===== src/oob_mgmt_params.svh =====
`ifndef OOB_MGMT_PARAMS_SVH
`define OOB_MGMT_PARAMS_SVH

// system clock, 125 MHz
`define OOB_CLK_HZ 32'h0773_5940
// line rates in baud: 2400, 9600, 19200, 38400
`define OOB_BAUD_2400 32'h0000_0960
`define OOB_BAUD_9600 32'h0000_2580
`define OOB_BAUD_19200 32'h0000_4B00
`define OOB_BAUD_38400 32'h0000_9600
// rate selector codes
`define OOB_SEL_2400 2'h0
`define OOB_SEL_9600 2'h1
`define OOB_SEL_19200 2'h2
`define OOB_SEL_38400 2'h3
// reset values of the configuration
`define OOB_RATE_RESET `OOB_SEL_9600
`define OOB_GATE_RESET 1'h0
// samples per bit time
`define OOB_OVERSAMPLE 32'h0000_0010

`endif


===== src/oob_mgmt_pkg.sv =====
package oob_mgmt_pkg;
   typedef logic [1:0] rate_sel_type;
   typedef enum {TX_IDLE, TX_START, TX_DATA, TX_STOP} tx_state_type;
   typedef enum {RX_IDLE, RX_START, RX_DATA, RX_STOP} rx_state_type;
endpackage : oob_mgmt_pkg


===== src/oob_baud_if.sv =====
`timescale 1ns/1ns
`default_nettype none
interface oob_baud_if;
   import oob_mgmt_pkg::*;
   rate_sel_type rate;
   logic enable;
   logic tick;
   modport gen (input rate, input enable, output tick);
   modport user (output rate, output enable, input tick);
endinterface : oob_baud_if
`default_nettype wire


===== src/oob_baud_gen.sv =====
`timescale 1ns/1ns
`default_nettype none
`include "oob_mgmt_params.svh"
module oob_baud_gen #(
   parameter int OVERSAMPLE = `OOB_OVERSAMPLE
) (
   input wire logic clk,
   input wire logic srst,
   oob_baud_if.gen baud
);
   import oob_mgmt_pkg::*;

   // refuse settings the divider cannot serve at the fastest rate
   if (OVERSAMPLE < 4 || OVERSAMPLE > 64)
   begin : g_check
      $error("oversample must lie between 4 and 64");
   end

   // divide ratio for a rate code, rounded to nearest cycle
   function automatic logic [15:0] divisor(input rate_sel_type sel);
      logic [31:0] bd;
      logic [31:0] den;
      bd = `OOB_BAUD_9600;
      case (sel)
         `OOB_SEL_2400: bd = `OOB_BAUD_2400;
         `OOB_SEL_19200: bd = `OOB_BAUD_19200;
         `OOB_SEL_38400: bd = `OOB_BAUD_38400;
         default: bd = `OOB_BAUD_9600;
      endcase
      den = bd * 32'(OVERSAMPLE);
      return 16'((`OOB_CLK_HZ + (den >> 1)) / den);
   endfunction : divisor

   logic [15:0] cnt;
   logic [15:0] last;

   assign last = divisor(baud.rate) - 16'h0001;

   // free-running divider; held at zero while the port is inactive (undocked or self-test not done)
   always_ff @(posedge clk)
   begin
      if (srst || !baud.enable)
      begin
         cnt <= 16'h0000;
         baud.tick <= 1'b0;
      end
      else if (cnt >= last)
      begin
         // >= so a rate change mid-count cannot overrun the wrap
         cnt <= 16'h0000;
         baud.tick <= 1'b1;
      end
      else
      begin
         cnt <= cnt + 16'h0001;
         baud.tick <= 1'b0;
      end
   end
endmodule : oob_baud_gen
`default_nettype wire


===== src/oob_mgmt_serial_port.sv =====
`timescale 1ns/1ns
`default_nettype none
`include "oob_mgmt_params.svh"
module oob_mgmt_serial_port #(
   parameter int OVERSAMPLE = `OOB_OVERSAMPLE
) (
   input wire logic SYS_CLK_IN,
   input wire logic SRST_IN,
   input wire logic SINGLE_SLOT_DOCK_IN,
   input wire logic SELF_TEST_DONE_IN,
   input wire logic CFG_LOAD_IN,
   input wire oob_mgmt_pkg::rate_sel_type RATE_SEL_IN,
   input wire logic RATE_STORED_IN,
   input wire logic RTS_GATE_EN_IN,
   input wire logic [7:0] TX_DATA_IN,
   input wire logic TX_VALID_IN,
   output logic TX_READY_OUT,
   input wire logic RXD_IN,
   output logic [7:0] RX_DATA_OUT,
   output logic RX_VALID_OUT,
   output logic RX_FRAME_ERR_OUT,
   output logic TXD_OUT,
   output logic RTS_OUT,
   output oob_mgmt_pkg::rate_sel_type RATE_OUT,
   output logic RTS_GATE_OUT
);
   import oob_mgmt_pkg::*;

   localparam int SW = $clog2(OVERSAMPLE);
   localparam logic [SW-1:0] TICK_LAST = SW'(OVERSAMPLE - 1);
   localparam logic [SW-1:0] TICK_HALF = SW'(OVERSAMPLE / 2 - 1);

   // tick counters wrap by overflow, so any other ratio would stretch every bit after the first one timed from a counter clear
   if (OVERSAMPLE != (1 << SW))
   begin : g_pow2
      $error("oversample must be a power of two");
   end

   oob_baud_if baud ();

   oob_baud_gen #(
      .OVERSAMPLE(OVERSAMPLE)
   ) u_baud (
      .clk(SYS_CLK_IN),
      .srst(SRST_IN),
      .baud(baud)
   );

   logic dock_meta;
   logic dock;
   logic rxd_meta;
   logic rxd;
   logic active;
   logic st_done;
   rate_sel_type rate;
   logic gate_en;

   // two-stage synchronisers for the dock strap and the receive pin
   always_ff @(posedge SYS_CLK_IN)
   begin
      if (SRST_IN)
      begin
         dock_meta <= 1'b0;
         dock <= 1'b0;
         rxd_meta <= 1'b1;
         rxd <= 1'b1;
      end
      else
      begin
         dock_meta <= SINGLE_SLOT_DOCK_IN;
         dock <= dock_meta;
         rxd_meta <= RXD_IN;
         rxd <= rxd_meta;
      end
   end

   // self-test completion is sticky until reset
   always_ff @(posedge SYS_CLK_IN)
   begin
      if (SRST_IN)
         st_done <= 1'b0;
      else if (SELF_TEST_DONE_IN)
         st_done <= 1'b1;
   end

   assign active = dock && st_done;

   // configuration; loads ignored outside the single-slot dock
   always_ff @(posedge SYS_CLK_IN)
   begin
      if (SRST_IN)
      begin
         rate <= `OOB_RATE_RESET;
         gate_en <= `OOB_GATE_RESET;
      end
      else if (CFG_LOAD_IN && dock)
      begin
         rate <= RATE_STORED_IN ? RATE_SEL_IN : `OOB_RATE_RESET;
         gate_en <= RTS_GATE_EN_IN;
      end
   end

   assign baud.rate = rate;
   assign baud.enable = active;
   assign RATE_OUT = rate;
   assign RTS_GATE_OUT = gate_en;

   // transmitter
   tx_state_type tx_state;
   logic [7:0] tx_shift;
   logic [SW-1:0] tx_tick;
   logic [2:0] tx_bit;
   logic tx_take;

   assign TX_READY_OUT = active && (tx_state == TX_IDLE);
   assign tx_take = TX_VALID_IN && TX_READY_OUT;

   // one bit time is OVERSAMPLE ticks; the line goes idle if undocked
   always_ff @(posedge SYS_CLK_IN)
   begin
      if (SRST_IN || !active)
      begin
         tx_state <= TX_IDLE;
         tx_shift <= 8'h00;
         tx_tick <= '0;
         tx_bit <= 3'h0;
         TXD_OUT <= 1'b1;
      end
      else
      begin
         case (tx_state)
            TX_IDLE:
            begin
               TXD_OUT <= 1'b1;
               if (tx_take)
               begin
                  tx_shift <= TX_DATA_IN;
                  tx_tick <= '0;
                  tx_state <= TX_START;
               end
            end
            TX_START:
            begin
               TXD_OUT <= 1'b0;
               if (baud.tick)
               begin
                  tx_tick <= tx_tick + 1'b1;
                  if (tx_tick == TICK_LAST)
                  begin
                     tx_bit <= 3'h0;
                     tx_state <= TX_DATA;
                  end
               end
            end
            TX_DATA:
            begin
               TXD_OUT <= tx_shift[0]; // least significant bit first
               if (baud.tick)
               begin
                  tx_tick <= tx_tick + 1'b1;
                  if (tx_tick == TICK_LAST)
                  begin
                     tx_shift <= {1'b0, tx_shift[7:1]};
                     tx_bit <= tx_bit + 3'h1;
                     if (tx_bit == 3'h7)
                        tx_state <= TX_STOP;
                  end
               end
            end
            TX_STOP:
            begin
               TXD_OUT <= 1'b1;
               if (baud.tick)
               begin
                  tx_tick <= tx_tick + 1'b1;
                  if (tx_tick == TICK_LAST)
                     tx_state <= TX_IDLE; // full stop bit on the wire
               end
            end
            default: tx_state <= TX_IDLE;
         endcase
      end
   end

   // request-to-send; registered, so it follows its cause by one cycle
   always_ff @(posedge SYS_CLK_IN)
   begin
      if (SRST_IN || !active)
         RTS_OUT <= 1'b0;
      else if (!gate_en)
         RTS_OUT <= 1'b1;
      else
         // pending word or character still in flight, stop bit included
         RTS_OUT <= TX_VALID_IN || (tx_state != TX_IDLE);
   end

   // receiver
   rx_state_type rx_state;
   logic [7:0] rx_shift;
   logic [SW-1:0] rx_tick;
   logic [2:0] rx_bit;

   // start edge checked at mid-bit so glitches shorter than half a bit drop
   always_ff @(posedge SYS_CLK_IN)
   begin
      if (SRST_IN || !active)
      begin
         rx_state <= RX_IDLE;
         rx_shift <= 8'h00;
         rx_tick <= '0;
         rx_bit <= 3'h0;
         RX_DATA_OUT <= 8'h00;
         RX_VALID_OUT <= 1'b0;
         RX_FRAME_ERR_OUT <= 1'b0;
      end
      else
      begin
         RX_VALID_OUT <= 1'b0;
         RX_FRAME_ERR_OUT <= 1'b0;
         case (rx_state)
            RX_IDLE:
            begin
               rx_tick <= '0;
               if (!rxd)
                  rx_state <= RX_START;
            end
            RX_START:
            begin
               if (baud.tick)
               begin
                  rx_tick <= rx_tick + 1'b1;
                  if (rx_tick == TICK_HALF)
                  begin
                     rx_tick <= '0;
                     rx_bit <= 3'h0;
                     rx_state <= rxd ? RX_IDLE : RX_DATA;
                  end
               end
            end
            RX_DATA:
            begin
               if (baud.tick)
               begin
                  rx_tick <= rx_tick + 1'b1;
                  if (rx_tick == TICK_LAST)
                  begin
                     rx_shift <= {rxd, rx_shift[7:1]};
                     rx_bit <= rx_bit + 3'h1;
                     if (rx_bit == 3'h7)
                        rx_state <= RX_STOP;
                  end
               end
            end
            RX_STOP:
            begin
               if (baud.tick)
               begin
                  rx_tick <= rx_tick + 1'b1;
                  if (rx_tick == TICK_LAST)
                  begin
                     // a low stop bit means a rate mismatch or a break
                     RX_DATA_OUT <= rx_shift;
                     RX_VALID_OUT <= rxd;
                     RX_FRAME_ERR_OUT <= !rxd;
                     rx_state <= RX_IDLE;
                  end
               end
            end
            default: rx_state <= RX_IDLE;
         endcase
      end
   end
endmodule : oob_mgmt_serial_port
`default_nettype wire


===== config.mk =====
export PLATFORM = sky130hd
export DESIGN_NAME = oob_mgmt_serial_port
export DESIGN_NICKNAME = d
export VERILOG_FILES = /design/src/oob_mgmt_pkg.sv /design/src/oob_baud_if.sv /design/src/oob_baud_gen.sv /design/src/oob_mgmt_serial_port.sv
export VERILOG_INCLUDE_DIRS = /design/src /design/src/src
export SDC_FILE = /design/constraint.sdc
export NUM_CORES = 1
export LEC_CHECK = 0
export BUFFER_PORTS_ARGS = -buffer_cell sky130_fd_sc_hd__buf_2
export CAP_MARGIN = 20
export CORE_UTILIZATION = 50
export DETAILED_ROUTE_END_ITERATION = 7
export HOLD_SLACK_MARGIN = 0.12
export PLACE_DENSITY = 0.68
export SLEW_MARGIN = 5
export SYNTH_ARGS = -nofsm -noshare
export SYNTH_HDL_FRONTEND = slang
export SYNTH_SLANG_ARGS = --single-unit

===== constraint.sdc =====
create_clock -name SYS_CLK_IN -period 26.8 [get_ports SYS_CLK_IN]
set_clock_uncertainty 0.15 [all_clocks]
set_input_delay 1.34 -clock SYS_CLK_IN [delete_from_list [all_inputs] [get_ports SYS_CLK_IN]]
set_output_delay 1.34 -clock SYS_CLK_IN [all_outputs]
set_load 0.03 [all_outputs]

==> results.tsv, run 1 <==
metric	value	unit
r2r_slack	12.02	ns
synth_edf_count	0	
max_slew.worst_pin.slew	0.8288	ns
end_kind	flip-flop	
hold_depth	1	
synth.avg_cell_area	8.301	µm²
dp_hpwl	9.120	mm
yosysWarnings	0	
synth.area.top_cells	dfxtp_1 27%, ha_1 13%, nor2_1 6.6%	
cts_buffers	9	
synth_area	5246	µm²
start_util	0.5128	
drive_gt1_frac	0.1375	
cts_buffer_depth	2	
routabilityCongestion	0.9311	
drtAntennaViolNets	0	
vias_per_cell	5.831	
cts_sinks	71	
max_cap_viol_count	0	
grt_start_max_net_pins	45	
cp_top_family	compound AO/OA/AOI/OAI gates	
post-cts-setup-buffers	0	
synthTopCellsByCount	92 x nor2_1, 71 x dfxtp_1, 55 x ha_1	
wl	12.30	mm
groute.layer.met2.usage	0.4035	
met1_usage	0.2924	
setup_tns	0	ns
dp_cells	782	
synthFlopType	dfxtp_1	
drtIter0Drc	237	
ir_drop	39.49	µV
grt_overflow	0	
ys_seq_elements	71	
min_period	14.78	ns
fp.dieW	104.4	µm
antenna_found_initial	0	
pwr-share-clk	0.400	
seq_area_frac_synth	0.2709	
clock.fmax	67.67	MHz
switchingPower	0.00004921	W
final_area	5595	µm²
cpMaxStageDelayCell	o32ai_2	
hp-class	flip-flop to flip-flop	
core-area	10230	µm²
syn_inst	632	
grt_use_met3	0.03383	
r2r-start	RATE_OUT[0]	
grtUsageTotal	0.2327	
port_buffers	34	
period_share	0.5514	
synth_top_area_cell	dfxtp_1	
hold_viol_final	0	
area_growth	6.654	%
relSlewSlack	0.4475	
vias	4653	
swShare	0.2558	
grt_busiest_layer	met2	
grt_first_pass_wirelength	21.02	mm
status	complete, no violations	
p_int	0.0001432	W
num_rows	37	
synth.most_common_cell	nor2_1	
p_leak	2.303	nW
ctsHtreeMaxLevel	3	
synthArstFlopShare	0	
drtPass1Iterations	5	
setup_viol	0	
cts_hold_buf	0	
root_buffer	clkbuf_8	
crit_type	flip-flop to flip-flop	
reg2reg_depth	60	
cts_tree	built	
path_max_fanout	15	
drv_slew	0	
die_y	104.4	µm
antenna_cells	0	
total_power	0.0001924	W
cp_common_cell	ha_1	
pwr-share-comb	0.045	
cp.required	26.92	ns
hold_start	rxd_meta	
die_area	10910	µm²
pwr-share-seq	0.554	
cts_resized	0	
hold_path_end	rxd	
start_kind	flip-flop	
wl_per_cell	15.42	µm
rsz0062_at_grt	false	
grt_pass1_vias	4454	
crit_buf_inv	5	
io_pins	35	
reg2reg_to	u_baud.cnt[7]	
yosysTopAreaCellShare	0.2709	
clock_latency	0.34	ns
max_stage_delay	0.64	ns
placed_cell_area	5424	µm²
finalNetCount	731	
drc_errors	0	
path_clk_slew	0.09	ns
yosysUniqueCellTypes	80	
cp.arrival	14.90	ns
stdcell_count	798	
power_density	34.38	nW/µm²
-- per-stage QoR --
| step | worst slack (ns) | hold slack [ns] | utilization |
|---|---|---|---|
| 2_1_floorplan | 13.95 | 0.2395 | - |
| 3_3_place_gp | 12.58 | 0.2445 | 0.5301 |
| 3_5_place_dp | 12.26 | 0.2603 | 0.5301 |
| 4_1_cts | 12.08 | 0.2806 | 0.5469 |
| 5_1_grt | 10.71 | 0.2908 | 0.5469 |
| 6_report | 12.02 | 0.2731 | 0.5469 |
-- worst max-delay path by stage --
stage	start	endpoint	slack (ns)	cells after the start
finish	RATE_OUT[0]	u_baud.cnt[7]	12.02	60
global route	RATE_OUT[0]	u_baud.cnt[7]	10.71	61
CTS	RATE_OUT[0]	u_baud.cnt[7]	12.08	60
detailed placement	RATE_OUT[0]	u_baud.cnt[7]	12.26	60
global placement	RATE_OUT[0]	u_baud.cnt[7]	12.58	61
floorplan	RATE_OUT[1]	u_baud.cnt[10]	13.95	61
-- cell usage in the layout, fill, tap and decap left out, types with 3 or more instances in the layout --
cell	netlist	routed
mux2_2	7	7
and2_1	5	5
buf_4	0	3
and3_1	8	8
ha_1	55	55
nand3b_1	4	4
o21bai_1	3	3
mux2i_1	30	30
a21o_2	3	3
nand2_1	52	52
a22oi_1	3	3
or2_2	7	7
nor2b_1	7	7
dfxtp_1	71	71
clkbuf_8	8	9
o21ai_0	32	32
nand2b_1	5	5
xnor2_1	6	6
inv_1	25	25
xor2_1	9	9
conb_1	1	3
buf_2	0	34
nand3_1	15	15
a21o_1	10	10
a31oi_1	9	9
nand4_1	10	10
nor2_1	92	92
clkinv_2	0	3
nor3b_1	7	7
o21a_1	10	10
a21oi_1	35	35
o31ai_1	3	3
a211oi_1	14	14
nor3_1	16	16
o311ai_0	3	3
-- per-layer routing --
metal | wire, µm | share of wire
met5 | 0 | 0
met1 | 5587 | 0.45
met3 | 527 | 0.043
met2 | 5977 | 0.49
met4 | 210 | 0.017
-- power groups by stage --
stage	logic [W]	clock network [W]	registers, W
floorplan	0.00000592	0	0.000109
global placement	0.00000842	0	0.000109
detailed placement	0.00000863	0	0.000109
CTS	0.00000868	0.0000795	0.000107
global route	0.00000972	0.0000838	0.000107
finish	0.00000871	0.0000770	0.000107
-- layout make-up --
class / instances / area [µm²]
Fill cell: 956 / 4636
Multi-Input combinational cell: 513 / 3546
Clock inverter: 7 / 47.55
Tap cell: 136 / 170.2
Clock buffer: 9 / 123.9
Inverter: 25 / 93.84
Sequential cell: 71 / 1421
Timing Repair Buffer: 37 / 192.7
-- cell families (layout without fill, tap and decap cells) --
family,after synthesis,after routing,share of synthesized area
and+or+nand+nor,250,250,0.2394
muxes,38,38,0.07513
xor gates and xnor gates,15,15,0.02504
buffers and inverters,50,78,0.05462
adders and majority gates,55,55,0.1312
other,1,3,0.0007148
AOI/OAI and AO/OA,152,152,0.2030
DFF,71,71,0.2709
-- registers in the layout, indices dropped and copies added (netlist names), 2 cells and up --
signal / flops
tx_tick: 4
rx_tick: 4
rx_bit: 3
tx_bit: 3
tx_shift: 8
RX_DATA_OUT: 8
rx_state: 2
RATE_OUT: 2
tx_state: 2
u_baud.cnt: 16
rx_shift: 8
Note: power is estimated with default switching activity, not from simulation.
==> run 2, diff against run 1 <==
--- a/config.mk
+++ b/config.mk
@@ -6,6 +6,7 @@
 export SDC_FILE = /design/constraint.sdc
 export NUM_CORES = 1
 export LEC_CHECK = 0
+export ABC_AREA = 1
 export BUFFER_PORTS_ARGS = -buffer_cell sky130_fd_sc_hd__buf_2
 export CAP_MARGIN = 20
 export CORE_UTILIZATION = 50
==> constraint.sdc (replaced) <==
create_clock -name SYS_CLK_IN -period 13.9 [get_ports SYS_CLK_IN]
set_clock_uncertainty 0.15 [all_clocks]
set_input_delay 0.695 -clock SYS_CLK_IN [delete_from_list [all_inputs] [get_ports SYS_CLK_IN]]
set_output_delay 0.695 -clock SYS_CLK_IN [all_outputs]
set_load 0.03 [all_outputs]
==> run 2 against run 1 <==
Net effect: die area is 3.7% lower; critical endpoint is now u_baud.cnt[11]; core utilization increased by 2.1 points; clock power grew 140%; global-route usage about the same; sequential power rose by 93%; register-to-register slack got worse by 11 ns; critical path depth up 21; first-iteration DRC count shrank 29%; worst hold slack worse by 0.0058 ns; critical path type unchanged.
==> results.tsv, run 2 <==
metric	value	unit	change
cts_buffer_depth	2		unchanged
synthArstFlopShare	0		unchanged
antenna_cells	0		unchanged
cp.arrival	12.77	ns	-2.13 ns
synth_area	5051	µm²	-3.7%
power_density	77.14	nW/µm²	+120%
dp_hpwl	8.704	mm	-4.6%
syn_inst	726		+15%
root_buffer	clkbuf_8		
layout_common_cells	125 x nand2_1, 87 x inv_1, 87 x nor2_1		
drtPass1Iterations	4		-1
grtUsageTotal	0.2325		about the same
postLayoutSetupSlackWorst	1.246	ns	-10.78 ns
grt_start_max_net_pins	33		-27%
finalNetCount	831		+14%
wl_per_cell	12.79	µm	-17%
ys_seq_elements	71		unchanged
grt_pass1_vias	4421		-0.74%
cp.required	14.01	ns	-12.91 ns
area_growth	9.958	%	
regMostFlops	u_baud.cnt		
yosysTopAreaCellShare	0.2814		+0.01047
drc_errors	0		unchanged
core-area	9774	µm²	-4.5%
final_common_cell	nand2_1		
cts_tree	built		
preCtsSetupSlack	1.199	ns	-11.06 ns
synth.most_common_cell	nand2_1		
seq_area_frac_synth	0.2814		+0.01047
grt_first_pass_wirelength	19.42	mm	-7.6%
vias	4794		+3.0%
period_share	0.9103		+0.3589
synth_edf_count	0		unchanged
yosysUniqueCellTypes	45		-44%
rsz0062_at_grt	false		
hold_slack	0.2673	ns	-0.005823 ns
path_depth	81		+35%
synth-simple-area-share	0.3371		+0.09768
synthTopCellsByCount	125 x nand2_1, 87 x inv_1, 87 x nor2_1		
fillCellCount	953		-0.31%
die_y	102.5	µm	-1.8%
clock_latency	0.35	ns	about the same
synth_top_area_cell	dfxtp_1		
largest_reg_flops	16		unchanged
drive_gt1_frac	0.1427		+0.005208
r2r_slack	1.25	ns	-10.78 ns
min_period	12.65	ns	-2.125 ns
start_kind	flip-flop		
hold_depth	2		+1
yosysWarnings	0		unchanged
setup_tns	0	ns	unchanged
status	complete, no violations		
path_max_fanout	13		-2
reg2reg_depth	81		+35%
synthMuxAreaShare	0		-0.07513
crit_buf_inv	15		+10
port_buffers	34		unchanged
relSlewSlack	0.3288		-0.1186
synth.area.top_cells	dfxtp_1 28%, ha_1 13%, nand2_1 9.3%		
path_clk_slew	0.08	ns	about the same
max_cap_viol_count	0		unchanged
setup_viol	0		unchanged
synth_top_family_by_area	simple AND/OR/NAND/NOR gates		
ctsHtreeMaxLevel	3		unchanged
grt_overflow	0		unchanged
yosys.area_share.xor_xnor	0.02081		-0.004234
max_slew.worst_pin.slew	0.9990	ns	+0.1702 ns
synth_fa_ha_area_frac	0.1313		about the same
clock.fmax	79.03	MHz	+17%
total_power	0.0004284	W	+120%
num_rows	36		-2.7%
io_pins	35		unchanged
synth.avg_cell_area	6.957	µm²	-16%
crit_type	flip-flop to flip-flop		
routabilityCongestion	0.9054		-2.8%
hp-class	flip-flop to flip-flop		
drv_slew	0		unchanged
hold_viol_final	0		unchanged
synthFlopType	dfxtp_1		
die_area	10510	µm²	-3.7%
cts_sinks	71		unchanged
drtAntennaViolNets	0		unchanged
cp_top_family	simple AND/OR/NAND/NOR gates		
cp_common_cell	nand2_1		
start_util	0.5168		+0.003989
end_kind	flip-flop		
cpMaxStageDelayCell	o21ai_0		
synth_compound_area_frac	0.1429		-0.06003
drtIter0Drc	169		-29%
cts_buffers	9		unchanged
vias_per_cell	5.344		-8.3%
wl	11.47	mm	-6.7%
antenna_found_initial	0		unchanged
p_leak	2.818	nW	+22%
fp.dieW	102.5	µm	-1.8%
max_stage_delay	0.52	ns	-0.12 ns
ir_drop	82.68	µV	+110%
run 2: changes by cell type in the layout (fill, tap and decap cells not counted), moves of 7 or more:
cell and change:
a211oi_1 -9, nand2_4 +7, inv_1 +62, a21o_1 -9
nand3_1 +33, o21ai_0 +29, mux2i_1 -30, nand2_1 +73
nor2b_1 -7, nand3_2 +7, mux2_2 -7, nand2_2 +22
and3_1 -7
run 2: report_power, final:
group | internal [W] | switching, W | leakage, nW
registers | 0.000205 | 0.00000108 | 0.574
clock network | 0.000105 | 0.0000765 | 0.116
logic | 0.0000140 | 0.0000267 | 2.13
run 2: path summary, 6_finish.rpt:
check         startpoint             end
min            dock_meta            dock
max reg2reg  RATE_OUT[0]  u_baud.cnt[11]
min reg2reg    dock_meta            dock
max          RATE_OUT[0]  u_baud.cnt[11]
run 2: worst min-delay path: stages, from the launching register on:
cell,delay (ns)
dfxtp_1,0.30
inv_1,0.05
nor2_1,0.03
run 2: cell families (layout without fill, tap and decap cells):
family,after synthesis,after routing
AO/OA/AOI/OAI,129,129
XOR/XNOR,12,12
adder cells (fa/ha/maj),53,53
buffers and inverters,110,146
flip-flops,71,71
other,1,3
AND/OR/NAND/NOR,350,350
run 2: cell type report:
| type | count | area [µm²] | area share |
|---|---|---|---|
| multi-input cells | 547 | 3207 | 0.5774 |
| flip-flops and latches | 71 | 1421 | 0.2559 |
| inverters | 94 | 352.8 | 0.06353 |
| repair buffers | 36 | 185.2 | 0.03334 |
| well taps | 133 | 166.4 | 0.02996 |
| clock buffers | 10 | 137.6 | 0.02478 |
| clock inverters | 6 | 83.83 | 0.01509 |
run 2: metrics by stage:
stage	cell area, µm²	instances	utilization
2_1_floorplan	5059	728	-
3_3_place_gp	5330	881	0.5453
3_5_place_dp	5330	881	0.5453
4_1_cts	5552	897	0.5680
5_1_grt	5554	897	0.5682
6_report	5554	897	0.5682
run 2: what timing repair did:
action,in CTS,in global routing
endpoints found under the setup margin,0,9
hold buffers,0,0
endpoints found under the hold margin,0,0
setup buffers,0,0
resized for setup,0,1
run 2: per-layer routing:
layer,share of wire,GRT usage,vias up
li1,-,-,2461
met1,0.44,0.2754,2196
met2,0.48,0.4128,111
met3,0.047,0.04000,26
met4,0.024,0.09890,0
met5,0,0,-
